### src/dmsia_pkg.sv
// What this block does
// RULE1 - Every location holds one eight-bit byte
// RULE2 - Low half of sector offsets is SFR
// RULE3 - Upper half is RAM, four sectors
// RULE4 - Same offset, same category in every sector
// RULE5 - High pointer picks sector, low picks byte
// RULE6 - Extended address: sector bits plus byte
// RULE7 - Standard direct reaches only sector zero
// RULE8 - RAM readable, writable, single bit ops
// RULE9 - Protected SFRs ignore program writes
// RULE10 - Unused SFR addresses read zero
// RULE11 - Indirect ports redirect to pointer target
// RULE12 - First indirect port reaches sector zero only
// RULE13 - Second, third ports reach any sector
// RULE14 - Indirect access to indirect port: nothing
// RULE15 - Effective address is pointer value
// RULE16 - Four sectors; others read zero
package dmsia_pkg;

    // Widths
    localparam int DATA_W = 8;
    localparam int ADDR_W = 10;
    localparam int SECT_W = 2;
    localparam int OFF_W  = 8;
    localparam int SFR_W  = 7;
    localparam int RAM_AW = 9;
    localparam int BIT_W  = 3;

    // Sector and area boundaries
    localparam logic [SECT_W-1:0] SECTOR_ZERO = 2'h0;
    localparam logic [OFF_W-1:0]  GP_BASE     = 8'h80;
    localparam logic [DATA_W-1:0] ZERO_BYTE   = 8'h00;
    localparam logic [DATA_W-1:0] PTR_RESET   = 8'h00;

    // Register offsets in sector zero
    localparam logic [OFF_W-1:0] OFF_INDIRECT_PORT_SECTOR_ZERO = 8'h00;
    localparam logic [OFF_W-1:0] OFF_POINTER_SECTOR_ZERO       = 8'h01;
    localparam logic [OFF_W-1:0] OFF_INDIRECT_PORT_ONE         = 8'h02;
    localparam logic [OFF_W-1:0] OFF_POINTER_ONE_LOW           = 8'h03;
    localparam logic [OFF_W-1:0] OFF_POINTER_ONE_HIGH          = 8'h04;
    localparam logic [OFF_W-1:0] OFF_INDIRECT_PORT_TWO         = 8'h0b;
    localparam logic [OFF_W-1:0] OFF_POINTER_TWO_LOW           = 8'h0c;
    localparam logic [OFF_W-1:0] OFF_POINTER_TWO_HIGH          = 8'h0d;

    // Pointer register indices in the local pointer file
    localparam int NUM_PTR = 5;
    localparam logic [2:0] PTR_ZERO     = 3'h0;
    localparam logic [2:0] PTR_ONE_LOW  = 3'h1;
    localparam logic [2:0] PTR_ONE_HIGH = 3'h2;
    localparam logic [2:0] PTR_TWO_LOW  = 3'h3;
    localparam logic [2:0] PTR_TWO_HIGH = 3'h4;

    // Control sequencer states
    typedef enum logic [1:0] {
        ST_IDLE = 2'b00,
        ST_ACC  = 2'b01,
        ST_WRB  = 2'b10
    } dmsia_state_type;

    // Kind of location an access resolves to
    typedef enum logic [1:0] {
        TGT_NONE = 2'b00,
        TGT_RAM  = 2'b01,
        TGT_SFR  = 2'b10,
        TGT_PTR  = 2'b11
    } dmsia_tgt_type;

    // Which indirect port an offset names
    typedef enum logic [1:0] {
        PORT_NONE = 2'b00,
        PORT_ZERO = 2'b01,
        PORT_ONE  = 2'b10,
        PORT_TWO  = 2'b11
    } dmsia_port_type;

endpackage

### src/dmsia_gp_ram.sv
`timescale 1ns/100ps
// General purpose byte store, all sectors, combinational read
module dmsia_gp_ram
(
    // Clock
    input  wire logic                             core_clk,
    // Write side
    input  wire logic                             wr_en,
    input  wire logic [dmsia_pkg::RAM_AW-1:0]     wr_addr,
    input  wire logic [dmsia_pkg::DATA_W-1:0]     wr_data,
    // Read side
    input  wire logic [dmsia_pkg::RAM_AW-1:0]     rd_addr,
    output logic      [dmsia_pkg::DATA_W-1:0]     rd_data
);

    // One byte per location; no reset, contents are undefined at power-up
    logic [dmsia_pkg::DATA_W-1:0] mem [0:(1 << dmsia_pkg::RAM_AW)-1];

    // Byte write, whole location at once
    always_ff @(posedge core_clk)
    begin
        if (wr_en)
        begin
            mem[wr_addr] <= wr_data; // see RULE1
        end
    end

    // Read path is asynchronous so a read-modify-write fits one cycle
    assign rd_data = mem[rd_addr];

endmodule

### src/dmsia_data_memory.sv
`timescale 1ns/100ps
// Data memory with sector decode, pointer file and indirect ports
module dmsia_data_memory
(
    // Clock and reset
    input  wire logic                            core_clk,
    input  wire logic                            nrst,
    // CPU request
    input  wire logic                            cpu_req,
    input  wire logic                            cpu_wr,
    input  wire logic                            cpu_ext,
    input  wire logic [dmsia_pkg::ADDR_W-1:0]    cpu_addr,
    input  wire logic [dmsia_pkg::DATA_W-1:0]    cpu_wdata,
    input  wire logic                            cpu_bit_op,
    input  wire logic                            cpu_bit_val,
    input  wire logic [dmsia_pkg::BIT_W-1:0]     cpu_bit_idx,
    // CPU answer
    output logic                                 cpu_ready,
    output logic                                 cpu_done,
    output logic      [dmsia_pkg::DATA_W-1:0]    cpu_rdata,
    // Special function register port toward peripherals
    output logic      [dmsia_pkg::SFR_W-1:0]     sfr_addr,
    output logic                                 sfr_rd,
    output logic                                 sfr_wr,
    output logic      [dmsia_pkg::DATA_W-1:0]    sfr_wdata,
    input  wire logic [dmsia_pkg::DATA_W-1:0]    sfr_rdata,
    input  wire logic                            sfr_hit,
    input  wire logic                            sfr_ro
);

    // Sequencer
    dmsia_pkg::dmsia_state_type state_r;      // Current state
    dmsia_pkg::dmsia_state_type state_nxt;    // Next state

    // Resolved access captured at acceptance
    dmsia_pkg::dmsia_tgt_type       tgt_r;        // Target kind
    logic [dmsia_pkg::SECT_W-1:0]   sect_r;       // Effective sector
    logic [dmsia_pkg::OFF_W-1:0]    off_r;        // Effective offset
    logic [2:0]                     ptr_idx_r;    // Pointer file index
    logic                           wr_r;         // Access is a write
    logic                           bit_op_r;     // Single bit operation
    logic                           bit_val_r;    // Bit value to place
    logic [dmsia_pkg::BIT_W-1:0]    bit_idx_r;    // Bit position
    logic [dmsia_pkg::DATA_W-1:0]   wdata_r;      // Write byte

    // Pointer file
    logic [dmsia_pkg::DATA_W-1:0]   ptr_r [0:dmsia_pkg::NUM_PTR-1];

    // Output flops
    logic                           cpu_ready_r;
    logic                           cpu_done_r;
    logic [dmsia_pkg::DATA_W-1:0]   cpu_rdata_r;
    logic [dmsia_pkg::SFR_W-1:0]    sfr_addr_r;
    logic                           sfr_rd_r;
    logic                           sfr_wr_r;
    logic [dmsia_pkg::DATA_W-1:0]   sfr_wdata_r;

    // Combinational decode
    logic [dmsia_pkg::SECT_W-1:0]   d_sect;       // Direct sector
    logic [dmsia_pkg::OFF_W-1:0]    d_off;        // Direct offset
    dmsia_pkg::dmsia_port_type      d_port;       // Indirect port named directly
    logic [dmsia_pkg::SECT_W-1:0]   e_sect;       // Effective sector
    logic [dmsia_pkg::OFF_W-1:0]    e_off;        // Effective offset
    logic                           e_valid;      // Sector exists
    dmsia_pkg::dmsia_tgt_type       e_tgt;        // Effective target kind
    logic [3:0]                     e_ptr;        // Pointer index, bit 3 a hit
    logic                           accept;       // Request taken this edge

    // Access stage data
    logic [dmsia_pkg::DATA_W-1:0]   ram_rdata;    // Current RAM byte
    logic [dmsia_pkg::DATA_W-1:0]   old_byte;     // Byte before the access
    logic [dmsia_pkg::DATA_W-1:0]   new_byte;     // Byte after the access
    logic                           ram_we;       // RAM write strobe
    logic                           sfr_go_wr;    // SFR write may proceed

    // Names the indirect port at an offset, if any
    function automatic dmsia_pkg::dmsia_port_type port_of
    (
        input logic [dmsia_pkg::OFF_W-1:0] off
    );
        dmsia_pkg::dmsia_port_type p;
        p = dmsia_pkg::PORT_NONE;
        if (off == dmsia_pkg::OFF_INDIRECT_PORT_SECTOR_ZERO)
            p = dmsia_pkg::PORT_ZERO;
        else if (off == dmsia_pkg::OFF_INDIRECT_PORT_ONE)
            p = dmsia_pkg::PORT_ONE;
        else if (off == dmsia_pkg::OFF_INDIRECT_PORT_TWO)
            p = dmsia_pkg::PORT_TWO;
        return p;
    endfunction

    // Maps a sector-zero offset to a pointer file index; bit 3 flags a hit
    function automatic logic [3:0] ptr_of
    (
        input logic [dmsia_pkg::OFF_W-1:0] off
    );
        logic [3:0] r;
        r = 4'h0;
        case (off)
            dmsia_pkg::OFF_POINTER_SECTOR_ZERO: r = {1'b1, dmsia_pkg::PTR_ZERO};
            dmsia_pkg::OFF_POINTER_ONE_LOW:     r = {1'b1, dmsia_pkg::PTR_ONE_LOW};
            dmsia_pkg::OFF_POINTER_ONE_HIGH:    r = {1'b1, dmsia_pkg::PTR_ONE_HIGH};
            dmsia_pkg::OFF_POINTER_TWO_LOW:     r = {1'b1, dmsia_pkg::PTR_TWO_LOW};
            dmsia_pkg::OFF_POINTER_TWO_HIGH:    r = {1'b1, dmsia_pkg::PTR_TWO_HIGH};
            default:                            r = 4'h0;
        endcase
        return r;
    endfunction

    // Whole byte write or single bit set/clear
    function automatic logic [dmsia_pkg::DATA_W-1:0] merge_byte
    (
        input logic [dmsia_pkg::DATA_W-1:0] old,
        input logic [dmsia_pkg::DATA_W-1:0] wdata,
        input logic                         bit_op,
        input logic                         bit_val,
        input logic [dmsia_pkg::BIT_W-1:0]  bit_idx
    );
        logic [dmsia_pkg::DATA_W-1:0] r;
        r = wdata;
        if (bit_op)
        begin
            r = old;
            r[bit_idx] = bit_val;
        end
        return r;
    endfunction

    assign accept = (state_r == dmsia_pkg::ST_IDLE) && cpu_req;

    // Direct address: standard instructions see sector zero only
    always_comb
    begin
        d_sect = cpu_ext ? cpu_addr[dmsia_pkg::ADDR_W-1:dmsia_pkg::OFF_W]
                         : dmsia_pkg::SECTOR_ZERO; // see RULE6 see RULE7
        d_off  = cpu_addr[dmsia_pkg::OFF_W-1:0];   // see RULE6
        d_port = dmsia_pkg::PORT_NONE;
        // Ports exist only in the sector-zero SFR area
        if ((d_sect == dmsia_pkg::SECTOR_ZERO) && (d_off < dmsia_pkg::GP_BASE))
        begin
            d_port = port_of(d_off); // see RULE11
        end
    end

    // Redirect through the paired pointer when a port is named
    always_comb
    begin
        e_sect  = d_sect;
        e_off   = d_off;
        e_valid = 1'b1;
        case (d_port)
            dmsia_pkg::PORT_ZERO:
            begin
                // Single-byte pointer, sector pinned to zero
                e_sect = dmsia_pkg::SECTOR_ZERO;                 // see RULE12
                e_off  = ptr_r[dmsia_pkg::PTR_ZERO];              // see RULE15
            end
            dmsia_pkg::PORT_ONE:
            begin
                // High byte picks sector, low byte picks location
                e_sect  = ptr_r[dmsia_pkg::PTR_ONE_HIGH][dmsia_pkg::SECT_W-1:0]; // see RULE5
                e_off   = ptr_r[dmsia_pkg::PTR_ONE_LOW];                        // see RULE13
                e_valid = (ptr_r[dmsia_pkg::PTR_ONE_HIGH]
                          [dmsia_pkg::DATA_W-1:dmsia_pkg::SECT_W] == '0);       // see RULE16
            end
            dmsia_pkg::PORT_TWO:
            begin
                e_sect  = ptr_r[dmsia_pkg::PTR_TWO_HIGH][dmsia_pkg::SECT_W-1:0]; // see RULE5
                e_off   = ptr_r[dmsia_pkg::PTR_TWO_LOW];                        // see RULE13
                e_valid = (ptr_r[dmsia_pkg::PTR_TWO_HIGH]
                          [dmsia_pkg::DATA_W-1:dmsia_pkg::SECT_W] == '0);       // see RULE16
            end
            default:
            begin
                // Plain direct access keeps its own address
                e_valid = 1'b1;
            end
        endcase
    end

    // Classify the effective location
    always_comb
    begin
        e_tgt = dmsia_pkg::TGT_NONE;
        e_ptr = ptr_of(e_off);
        if (!e_valid)
        begin
            // Pointer names a sector that does not exist
            e_tgt = dmsia_pkg::TGT_NONE; // see RULE16
        end
        else if (e_off >= dmsia_pkg::GP_BASE)
        begin
            // Upper half is RAM in every sector
            e_tgt = dmsia_pkg::TGT_RAM; // see RULE3 see RULE4
        end
        else if (e_sect != dmsia_pkg::SECTOR_ZERO)
        begin
            // Other sectors hold no SFRs here; reads give zero
            e_tgt = dmsia_pkg::TGT_NONE; // see RULE10
        end
        else if (port_of(e_off) != dmsia_pkg::PORT_NONE)
        begin
            // Only reachable by redirect: ports have no storage
            e_tgt = dmsia_pkg::TGT_NONE; // see RULE14
        end
        else if (e_ptr[3])
        begin
            e_tgt = dmsia_pkg::TGT_PTR;
        end
        else
        begin
            // Lower half of sector zero is the SFR area
            e_tgt = dmsia_pkg::TGT_SFR; // see RULE2
        end
    end

    // Capture the resolved access
    always_ff @(posedge core_clk or negedge nrst)
    begin
        if (!nrst)
        begin
            tgt_r     <= dmsia_pkg::TGT_NONE;
            sect_r    <= dmsia_pkg::SECTOR_ZERO;
            off_r     <= '0;
            ptr_idx_r <= dmsia_pkg::PTR_ZERO;
            wr_r      <= 1'b0;
            bit_op_r  <= 1'b0;
            bit_val_r <= 1'b0;
            bit_idx_r <= '0;
            wdata_r   <= dmsia_pkg::ZERO_BYTE;
        end
        else if (accept)
        begin
            tgt_r     <= e_tgt;
            sect_r    <= e_sect;
            off_r     <= e_off;
            ptr_idx_r <= e_ptr[2:0];
            wr_r      <= cpu_wr;
            bit_op_r  <= cpu_bit_op;
            bit_val_r <= cpu_bit_val;
            bit_idx_r <= cpu_bit_idx;
            wdata_r   <= cpu_wdata;
        end
    end

    // Current byte of the target; absent locations read zero
    always_comb
    begin
        case (tgt_r)
            dmsia_pkg::TGT_RAM: old_byte = ram_rdata;
            dmsia_pkg::TGT_PTR: old_byte = ptr_r[ptr_idx_r];
            dmsia_pkg::TGT_SFR: old_byte = sfr_hit ? sfr_rdata
                                                   : dmsia_pkg::ZERO_BYTE; // see RULE10
            default:            old_byte = dmsia_pkg::ZERO_BYTE;           // see RULE14
        endcase
        new_byte = merge_byte(old_byte, wdata_r, bit_op_r, bit_val_r, bit_idx_r); // see RULE8
    end

    assign ram_we    = (state_r == dmsia_pkg::ST_ACC) && wr_r
                       && (tgt_r == dmsia_pkg::TGT_RAM); // see RULE8
    // Protected or unused SFRs skip the write phase
    assign sfr_go_wr = (state_r == dmsia_pkg::ST_ACC) && wr_r
                       && (tgt_r == dmsia_pkg::TGT_SFR)
                       && sfr_hit && !sfr_ro; // see RULE9

    // General purpose RAM, indexed by sector and half offset
    dmsia_gp_ram u_gp_ram
    (
        .core_clk (core_clk),
        .wr_en    (ram_we),
        .wr_addr  ({sect_r, off_r[dmsia_pkg::OFF_W-2:0]}),
        .wr_data  (new_byte),
        .rd_addr  ({sect_r, off_r[dmsia_pkg::OFF_W-2:0]}),
        .rd_data  (ram_rdata)
    );

    // Pointer file; written only through its own sector-zero offsets
    genvar g;
    generate
        for (g = 0; g < dmsia_pkg::NUM_PTR; g++)
        begin : g_ptr
            always_ff @(posedge core_clk or negedge nrst)
            begin
                if (!nrst)
                begin
                    ptr_r[g] <= dmsia_pkg::PTR_RESET;
                end
                else if ((state_r == dmsia_pkg::ST_ACC) && wr_r
                         && (tgt_r == dmsia_pkg::TGT_PTR) && (ptr_idx_r == 3'(g)))
                begin
                    ptr_r[g] <= new_byte;
                end
            end
        end
    endgenerate

    // Next state: SFR writes need a second cycle after the read
    always_comb
    begin
        case (state_r)
            dmsia_pkg::ST_IDLE: state_nxt = cpu_req ? dmsia_pkg::ST_ACC : dmsia_pkg::ST_IDLE;
            dmsia_pkg::ST_ACC:  state_nxt = sfr_go_wr ? dmsia_pkg::ST_WRB : dmsia_pkg::ST_IDLE;
            dmsia_pkg::ST_WRB:  state_nxt = dmsia_pkg::ST_IDLE;
            default:            state_nxt = dmsia_pkg::ST_IDLE;
        endcase
    end

    // State register
    always_ff @(posedge core_clk or negedge nrst)
    begin
        if (!nrst)
            state_r <= dmsia_pkg::ST_IDLE;
        else
            state_r <= state_nxt;
    end

    // CPU handshake flops
    always_ff @(posedge core_clk or negedge nrst)
    begin
        if (!nrst)
        begin
            cpu_ready_r <= 1'b1;
            cpu_done_r  <= 1'b0;
        end
        else
        begin
            cpu_ready_r <= (state_nxt == dmsia_pkg::ST_IDLE);
            cpu_done_r  <= (state_r != dmsia_pkg::ST_IDLE)
                           && (state_nxt == dmsia_pkg::ST_IDLE);
        end
    end

    // Read byte: value before any write, always a full byte
    always_ff @(posedge core_clk or negedge nrst)
    begin
        if (!nrst)
            cpu_rdata_r <= dmsia_pkg::ZERO_BYTE;
        else if (state_r == dmsia_pkg::ST_ACC)
            cpu_rdata_r <= old_byte; // see RULE1
    end

    // SFR address and read strobe, issued for every SFR access
    always_ff @(posedge core_clk or negedge nrst)
    begin
        if (!nrst)
        begin
            sfr_addr_r <= '0;
            sfr_rd_r   <= 1'b0;
        end
        else
        begin
            sfr_rd_r <= accept && (e_tgt == dmsia_pkg::TGT_SFR);
            if (accept)
                sfr_addr_r <= e_off[dmsia_pkg::SFR_W-1:0];
        end
    end

    // SFR write strobe; merged byte allows SFR bit ops
    always_ff @(posedge core_clk or negedge nrst)
    begin
        if (!nrst)
        begin
            sfr_wr_r    <= 1'b0;
            sfr_wdata_r <= dmsia_pkg::ZERO_BYTE;
        end
        else
        begin
            sfr_wr_r <= sfr_go_wr; // see RULE9
            if (sfr_go_wr)
                sfr_wdata_r <= new_byte;
        end
    end

    // Outputs straight from flops
    assign cpu_ready = cpu_ready_r;
    assign cpu_done  = cpu_done_r;
    assign cpu_rdata = cpu_rdata_r;
    assign sfr_addr  = sfr_addr_r;
    assign sfr_rd    = sfr_rd_r;
    assign sfr_wr    = sfr_wr_r;
    assign sfr_wdata = sfr_wdata_r;

endmodule

### config.mk
export PLATFORM = sky130hd
export DESIGN_NAME = dmsia_data_memory
export DESIGN_NICKNAME = d
export VERILOG_FILES = /design/src/dmsia_pkg.sv /design/src/dmsia_gp_ram.sv /design/src/dmsia_data_memory.sv
export SDC_FILE = /design/constraint.sdc
export NUM_CORES = 2
export LEC_CHECK = 0
export BUFFER_PORTS_ARGS = -buffer_cell sky130_fd_sc_hd__buf_2
export CORE_MARGIN = 10
export CORE_UTILIZATION = 45
export DETAILED_ROUTE_END_ITERATION = 12
export HOLD_SLACK_MARGIN = 0.03
export MAX_ROUTING_LAYER = met4
export PLACE_DENSITY_LB_ADDON = 0.25
export SYNTH_ARGS = -nofsm -noshare
export SYNTH_HDL_FRONTEND = slang
export SYNTH_SLANG_ARGS = --single-unit
### constraint.sdc
create_clock -name core_clk -period 47.6 [get_ports core_clk]
set_input_delay 9.52 -clock core_clk [delete_from_list [all_inputs] [get_ports core_clk]]
set_output_delay 9.52 -clock core_clk [all_outputs]
set_load 0.1 [all_outputs]
# After elaboration in Yosys (flattened, before gate mapping)
# Memory sizes are Yosys's and may differ from the RTL's.
# Cells that the tools add are included.
[totals]
reg_bits = 97
ram_bits = 4096
in_bits = 38
out_inout_bits = 27
mem_count = 1
[classes]
n_lt_le_gt_ge = 5
eq_ne = 21
muxes = 34
bitwise = 1
reduce_logical = 28
[mem_list]
columns = ["memory", "depth", "word_bits", "rd", "rd_clocked_by_memory_dff", "wr", "line_no", "rtl"]
rows = [
  ["u_gp_ram.mem", 512, 8, 1, 0, 1, "dmsia_gp_ram.sv:17", "logic [dmsia_pkg::DATA_W-1:0] mem [0:(1 << dmsia_pkg::RAM_AW)-1];"],
]
[ops]
columns = ["op", "count"]
rows = [
  ["$pmux 8 s3", 2],
  ["$eq 8x4->1 const B", 4],
  ["$mux 2", 16],
  ["$mux 8", 4],
  ["$bmux 8 s3", 1],
  ["$eq 8x2->1 const B", 3],
  ["$pmux 4 s5", 1],
  ["$logic_and 1x1->1", 16],
  ["$logic_not 8->1", 2],
  ["$logic_not 6->1", 2],
  ["$eq 2x2->1 const B", 5],
  ["$bwmux 8", 1],
  ["$eq 8x1->1 const B", 1],
  ["$eq 8x3->1 const B", 1],
  ["$ge 8x8->1 const B", 1],
  ["$lt 8x8->1 const B", 1],
  ["$eq 2x1->1 const B", 3],
  ["$eq 3x2->1 const B", 2],
  ["$logic_not 2->1", 3],
  ["$pmux 2 s3", 1],
  ["$reduce_bool 2->1", 3],
  ["$mux 1", 5],
  ["$ge 4x4->1 const B", 1],
  ["$lt 3x4->1 const B", 1],
  ["9 further kinds", 9],
]

# Logic depth before layout (Yosys ltp)
[depth]
word_depth = 21
depth_mapped = 16
depth_no_buf = 9

# Cells and area by module
# Synthesis repeated with hierarchy kept, for this count alone.
[unflattened]
hier_cells = 8465
area_unflattened_um2 = 164368.9
[modules_own_cells]
columns = ["mod", "n_inst", "cells_per_inst", "area_each_um2", "seq_area_each_um2"]
rows = [
  ["dmsia_gp_ram", 1, 8022, 159767.0, 122998.0],
  ["dmsia_data_memory", 1, 443, 4601.9, 2253.4],
]

# Least setup slack after synthesis
# Ideal clock, no wire load.
[synth_timing]
path_kind = "in2reg"
start = "input sfr_rdata[6] in the netlist's numbering"
end = "memory u_gp_ram.mem[0][6] in the netlist's numbering, data pin"
arrival_time_ns = 22.087
required_ns = 45.019
slack_ns = 22.932
path_stages = 7
path_buffers = 0
cell_sequence = "a21oi_1 -> a211oi_1 -> a2111oi_0 -> nand4_1 -> o41a_1 -> a21oi_4 -> nor2_1"
[synth_via]
elab_chain_len = 4
[synth_rtl]
columns = ["item", "line_no", "rtl"]
rows = [
  ["start, declared", "dmsia_data_memory.sv:26", "input wire logic [dmsia_pkg::DATA_W-1:0] sfr_rdata,"],
  ["$mux 8", "dmsia_data_memory.sv:252", "dmsia_pkg::TGT_SFR: old_byte = sfr_hit ? sfr_rdata"],
  ["$pmux 8 s3", "dmsia_data_memory.sv:249", "case (tgt_r)"],
  ["$bwmux 8", "dmsia_data_memory.sv:124", "r[bit_idx] = bit_val;"],
  ["$mux 8", "dmsia_data_memory.sv:121", "if (bit_op)"],
  ["net new_byte, one bit", "dmsia_data_memory.sv:72", "logic [dmsia_pkg::DATA_W-1:0] new_byte;"],
  ["end, declared", "dmsia_gp_ram.sv:17", ""],
]
# The timed path passes the listed nets, and every way through them passes these cells.

# Worst setup path after layout
[layout_timing]
start = "input sfr_hit"
end = "memory u_gp_ram.mem[67][6] in the netlist's numbering, data pin"
[layout_via]
elab_chain_len = 4
[layout_rtl]
columns = ["item", "line_no", "rtl"]
rows = [
  ["start, declared", "dmsia_data_memory.sv:27", "input wire logic sfr_hit,"],
  ["$mux 8", "dmsia_data_memory.sv:252", ""],
  ["$pmux 8 s3", "dmsia_data_memory.sv:249", ""],
  ["$bwmux 8", "dmsia_data_memory.sv:124", ""],
  ["$mux 8", "dmsia_data_memory.sv:121", ""],
  ["net new_byte, one bit", "dmsia_data_memory.sv:72", ""],
]
# The timed path passes the listed nets, and every way through them passes these cells.

==> impl_metrics.tcl <==
set metrics [dict create \
    synth_nets 8041 \
    min_period_ns 14.10 \
    grt_use_total_pct 22.8 \
    p_switching_w 0.00218 \
    gp_congestion 0.927 \
    finalMaxSlewViolations 0 \
    reg2reg_depth 18 \
    cts_setup_buffers 0 \
    pwr-share-clk_pct 36.6 \
    core_um2 362000 \
    ir_worst_vdd_uv 38.4 \
    p_int_w 0.00644 \
    cp-startpoint "sfr_hit" \
    syn-cell-area_um2 163000 \
    power.share.switching_pct 25.3 \
    seq_area_um2 125000 \
    routed_wl_um 441000 \
    maxCapViolations 0 \
    clkTransAtPathRegs_ns 0.06 \
    numCtsBuffers 410 \
    fmax_mhz 70.9 \
    postRouteAntennaNets 0 \
    die_h_um 623 \
    rsz0062_at_grt "no" \
    whs_ns 0.474 \
    nFillCells 28600 \
    cp-start-kind "primary input" \
    cts_tree "built" \
    clock_latency_ns 0.94 \
    nets 8204 \
    die_w_um 623 \
    fin_tns_setup_ns 0 \
    outcome "finished, final reports clean" \
    avgViaCountPerCell 6.23 \
    grt_pass1_vias 82200 \
    overflow 0 \
    dieArea_um2 388000 \
    worst-setup-path-type "in2reg" \
    synth_edf_count 4096 \
    power_w 0.00862 \
    synthArstFlopShare_pct 2.15 \
    synth.avg_cell_area_um2 20.4 \
    fin_skew_ns 0.0793 \
    multi_input_area_um2 35900 \
    via_count 82900 \
    wl_per_cell_um 33.2 \
    h-tree-depth 5 \
    rows 221 \
    io_pins 65 \
    final_common_cell "edfxtp_1" \
    grt_pass1_wl_um 628000 \
    cp.arrival_ns 14.70 \
    power_leakage_nw 56.7 \
    cts-hold-fix-buffers 0 \
    hold_viol 0 \
    worst_pin_slew_ns 1.36 \
    drive_gt1_share_pct 21.8 \
    end_kind "flip-flop" \
    critPathMaxFanout 101 \
    start_util_pct 45.2 \
    setup_viol 0 \
    post_cts_resized 0 \
    netlist_instances 8003 \
    synth_flop_cell "edfxtp_1" \
    pwr-share-comb_pct 13.0 \
    p_per_area_nw_per_um2 47.4 \
    ys_types 80 \
    antenna_found_initial 21 \
    yosysWarnings 0 \
    reg2reg_slack_ns 36.94 \
    fin_crit_sh_pct 29.6 \
    worstHoldPathType "reg2reg" \
    cts_root_buffer "clkbuf_16" \
    dp_hpwl_um 267000 \
    cts_max_path_buffers 4 \
    grt_max_degree 219 \
    drt_pass1_iterations 8 \
    area_growth_pct 11.4 \
    seqPwrFrac_pct 50.3 \
    r2r-end "u_gp_ram.mem[67][6]" \
    port_buffers 64 \
    drtIter0Drc 11200 \
    endpoint "u_gp_ram.mem[67][6]" \
    critPathRequiredTime_ns 48.20 \
    ys_seq_area_share_pct 76.6 \
    cts.sinks 4186 \
    drc_errors 0 \
    slew_headroom_pct 9.25 \
    layout.cells.most_common_list "4096 x edfxtp_1, 884 x mux4_2, 585 x nor2_1" \
    yosys_register_bits 4186 \
    reg2reg_from "sfr_addr[1]" \
]
-- registers in the layout (all words and copies together) (netlist names) --
| name | count |
|---|---|
| state_r | 2 |
| sfr_addr | 7 |
| sfr_rd | 1 |
| ptr_idx_r | 3 |
| wr_r | 1 |
| cpu_done | 1 |
| cpu_ready | 1 |
| wdata_r | 8 |
| bit_idx_r | 3 |
| bit_val_r | 1 |
| tgt_r | 2 |
| cpu_rdata | 8 |
| bit_op_r | 1 |
| sect_r | 2 |
| ptr_r | 40 |
| sfr_wr | 1 |
| sfr_wdata | 8 |
| u_gp_ram.mem | 4096 |
-- cells by family (layout without fill, tap and decap cells) --
group / Yosys count / count (layout) / share of synthesized area (%)
xor+xnor: 1 / 1 / 0.00536
buf+inv: 516 / 1001 / 1.65
compound gates: 744 / 744 / 3.17
flops: 4186 / 4186 / 76.6
mux: 1417 / 1417 / 15.5
other cells: 0 / 9 / 0
simple gates: 1139 / 1139 / 3.04
-- through the flow --
stage / instance area (um2) / setup slack, ns / cells / util (%)
floorplan: 163000 / 22.93 / 8003 / -
global placement: 169000 / 33.08 / 12500 / 46.7
detailed placement: 169000 / 32.80 / 12500 / 46.7
CTS: 182000 / 33.78 / 13300 / 50.3
global route: 182000 / 33.33 / 13300 / 50.3
finish: 182000 / 33.50 / 13300 / 50.3
-- critical path: stages --
cell,delay [ns]
buf_2,0.09
a21oi_1,0.09
a211oi_1,0.78
a2111oi_0,0.17
nand4_1,0.15
o41a_1,0.34
a21oi_4,0.15
nor2_4,0.11
buf_4,0.57
buf_4,0.85
buf_4,0.84
buf_4,0.74
-- worst min path at each step --
| stage | start | endpoint | slack [ns] | depth (start not counted) |
|---|---|---|---|---|
| 2_1_floorplan | wdata_r[0] | wdata_r[0] | 0.45 | 2 |
| 3_3_place_gp | cpu_rdata[1] | cpu_rdata[1] | 0.46 | 2 |
| 3_5_place_dp | cpu_rdata[5] | cpu_rdata[5] | 0.46 | 2 |
| 4_1_cts | cpu_rdata[5] | cpu_rdata[5] | 0.47 | 2 |
| 5_1_grt | cpu_rdata[5] | cpu_rdata[5] | 0.49 | 2 |
| 6_report | cpu_rdata[3] | cpu_rdata[3] | 0.47 | 2 |
-- cell type report --
cell class                 count  area share [%]
multi-input combinational   3301            19.7
inverter                      15          0.0406
sequential                  4186            68.8
tap                         4794            3.29
clock buffer                 498            5.97
clock inverter               236            1.10
antenna                        9          0.0124
timing repair buffer         252            1.06
-- synth_stat cells, drive strengths merged, types with 19 or more instances --
| cell type | count | area, um2 |
|---|---|---|
| buf | 285 | 1830 |
| mux2 | 78 | 878 |
| nor3 | 30 | 150 |
| a22o | 33 | 289 |
| a22oi | 160 | 1200 |
| nand4 | 42 | 263 |
| o21ai | 135 | 676 |
| a21oi | 89 | 457 |
| mux4 | 884 | 19900 |
| and2 | 22 | 138 |
| mux2i | 455 | 4550 |
| nand3 | 82 | 410 |
| nor2 | 589 | 2210 |
| a221oi | 70 | 613 |
| a31oi | 32 | 200 |
| edfxtp | 4096 | 123000 |
| dfrtp | 89 | 2230 |
| o211ai | 20 | 150 |
| o22ai | 75 | 469 |
| nand2 | 265 | 995 |
| nor2b | 23 | 144 |
| o221ai | 19 | 166 |
| clkbuf | 216 | 811 |
-- layer usage --
metal	up-vias	track usage, %	share of wire [%]
met2	4277	34.2	46
met1	44300	31.5	40
met5	-	-	0
li1	33500	-	-
met4	0	6.99	3.6
met3	811	5.11	9.8
-- power groups by stage --
stage          logic [W]  registers [W]  clock network (W)
3_5_place_dp     0.00113        0.00442                  0
2_1_floorplan   0.000649        0.00458                  0
4_1_cts          0.00113        0.00434            0.00320
3_3_place_gp     0.00109        0.00441                  0
5_1_grt          0.00118        0.00434            0.00335
6_report         0.00112        0.00434            0.00316
Note: power is estimated with default switching activity, not from simulation.
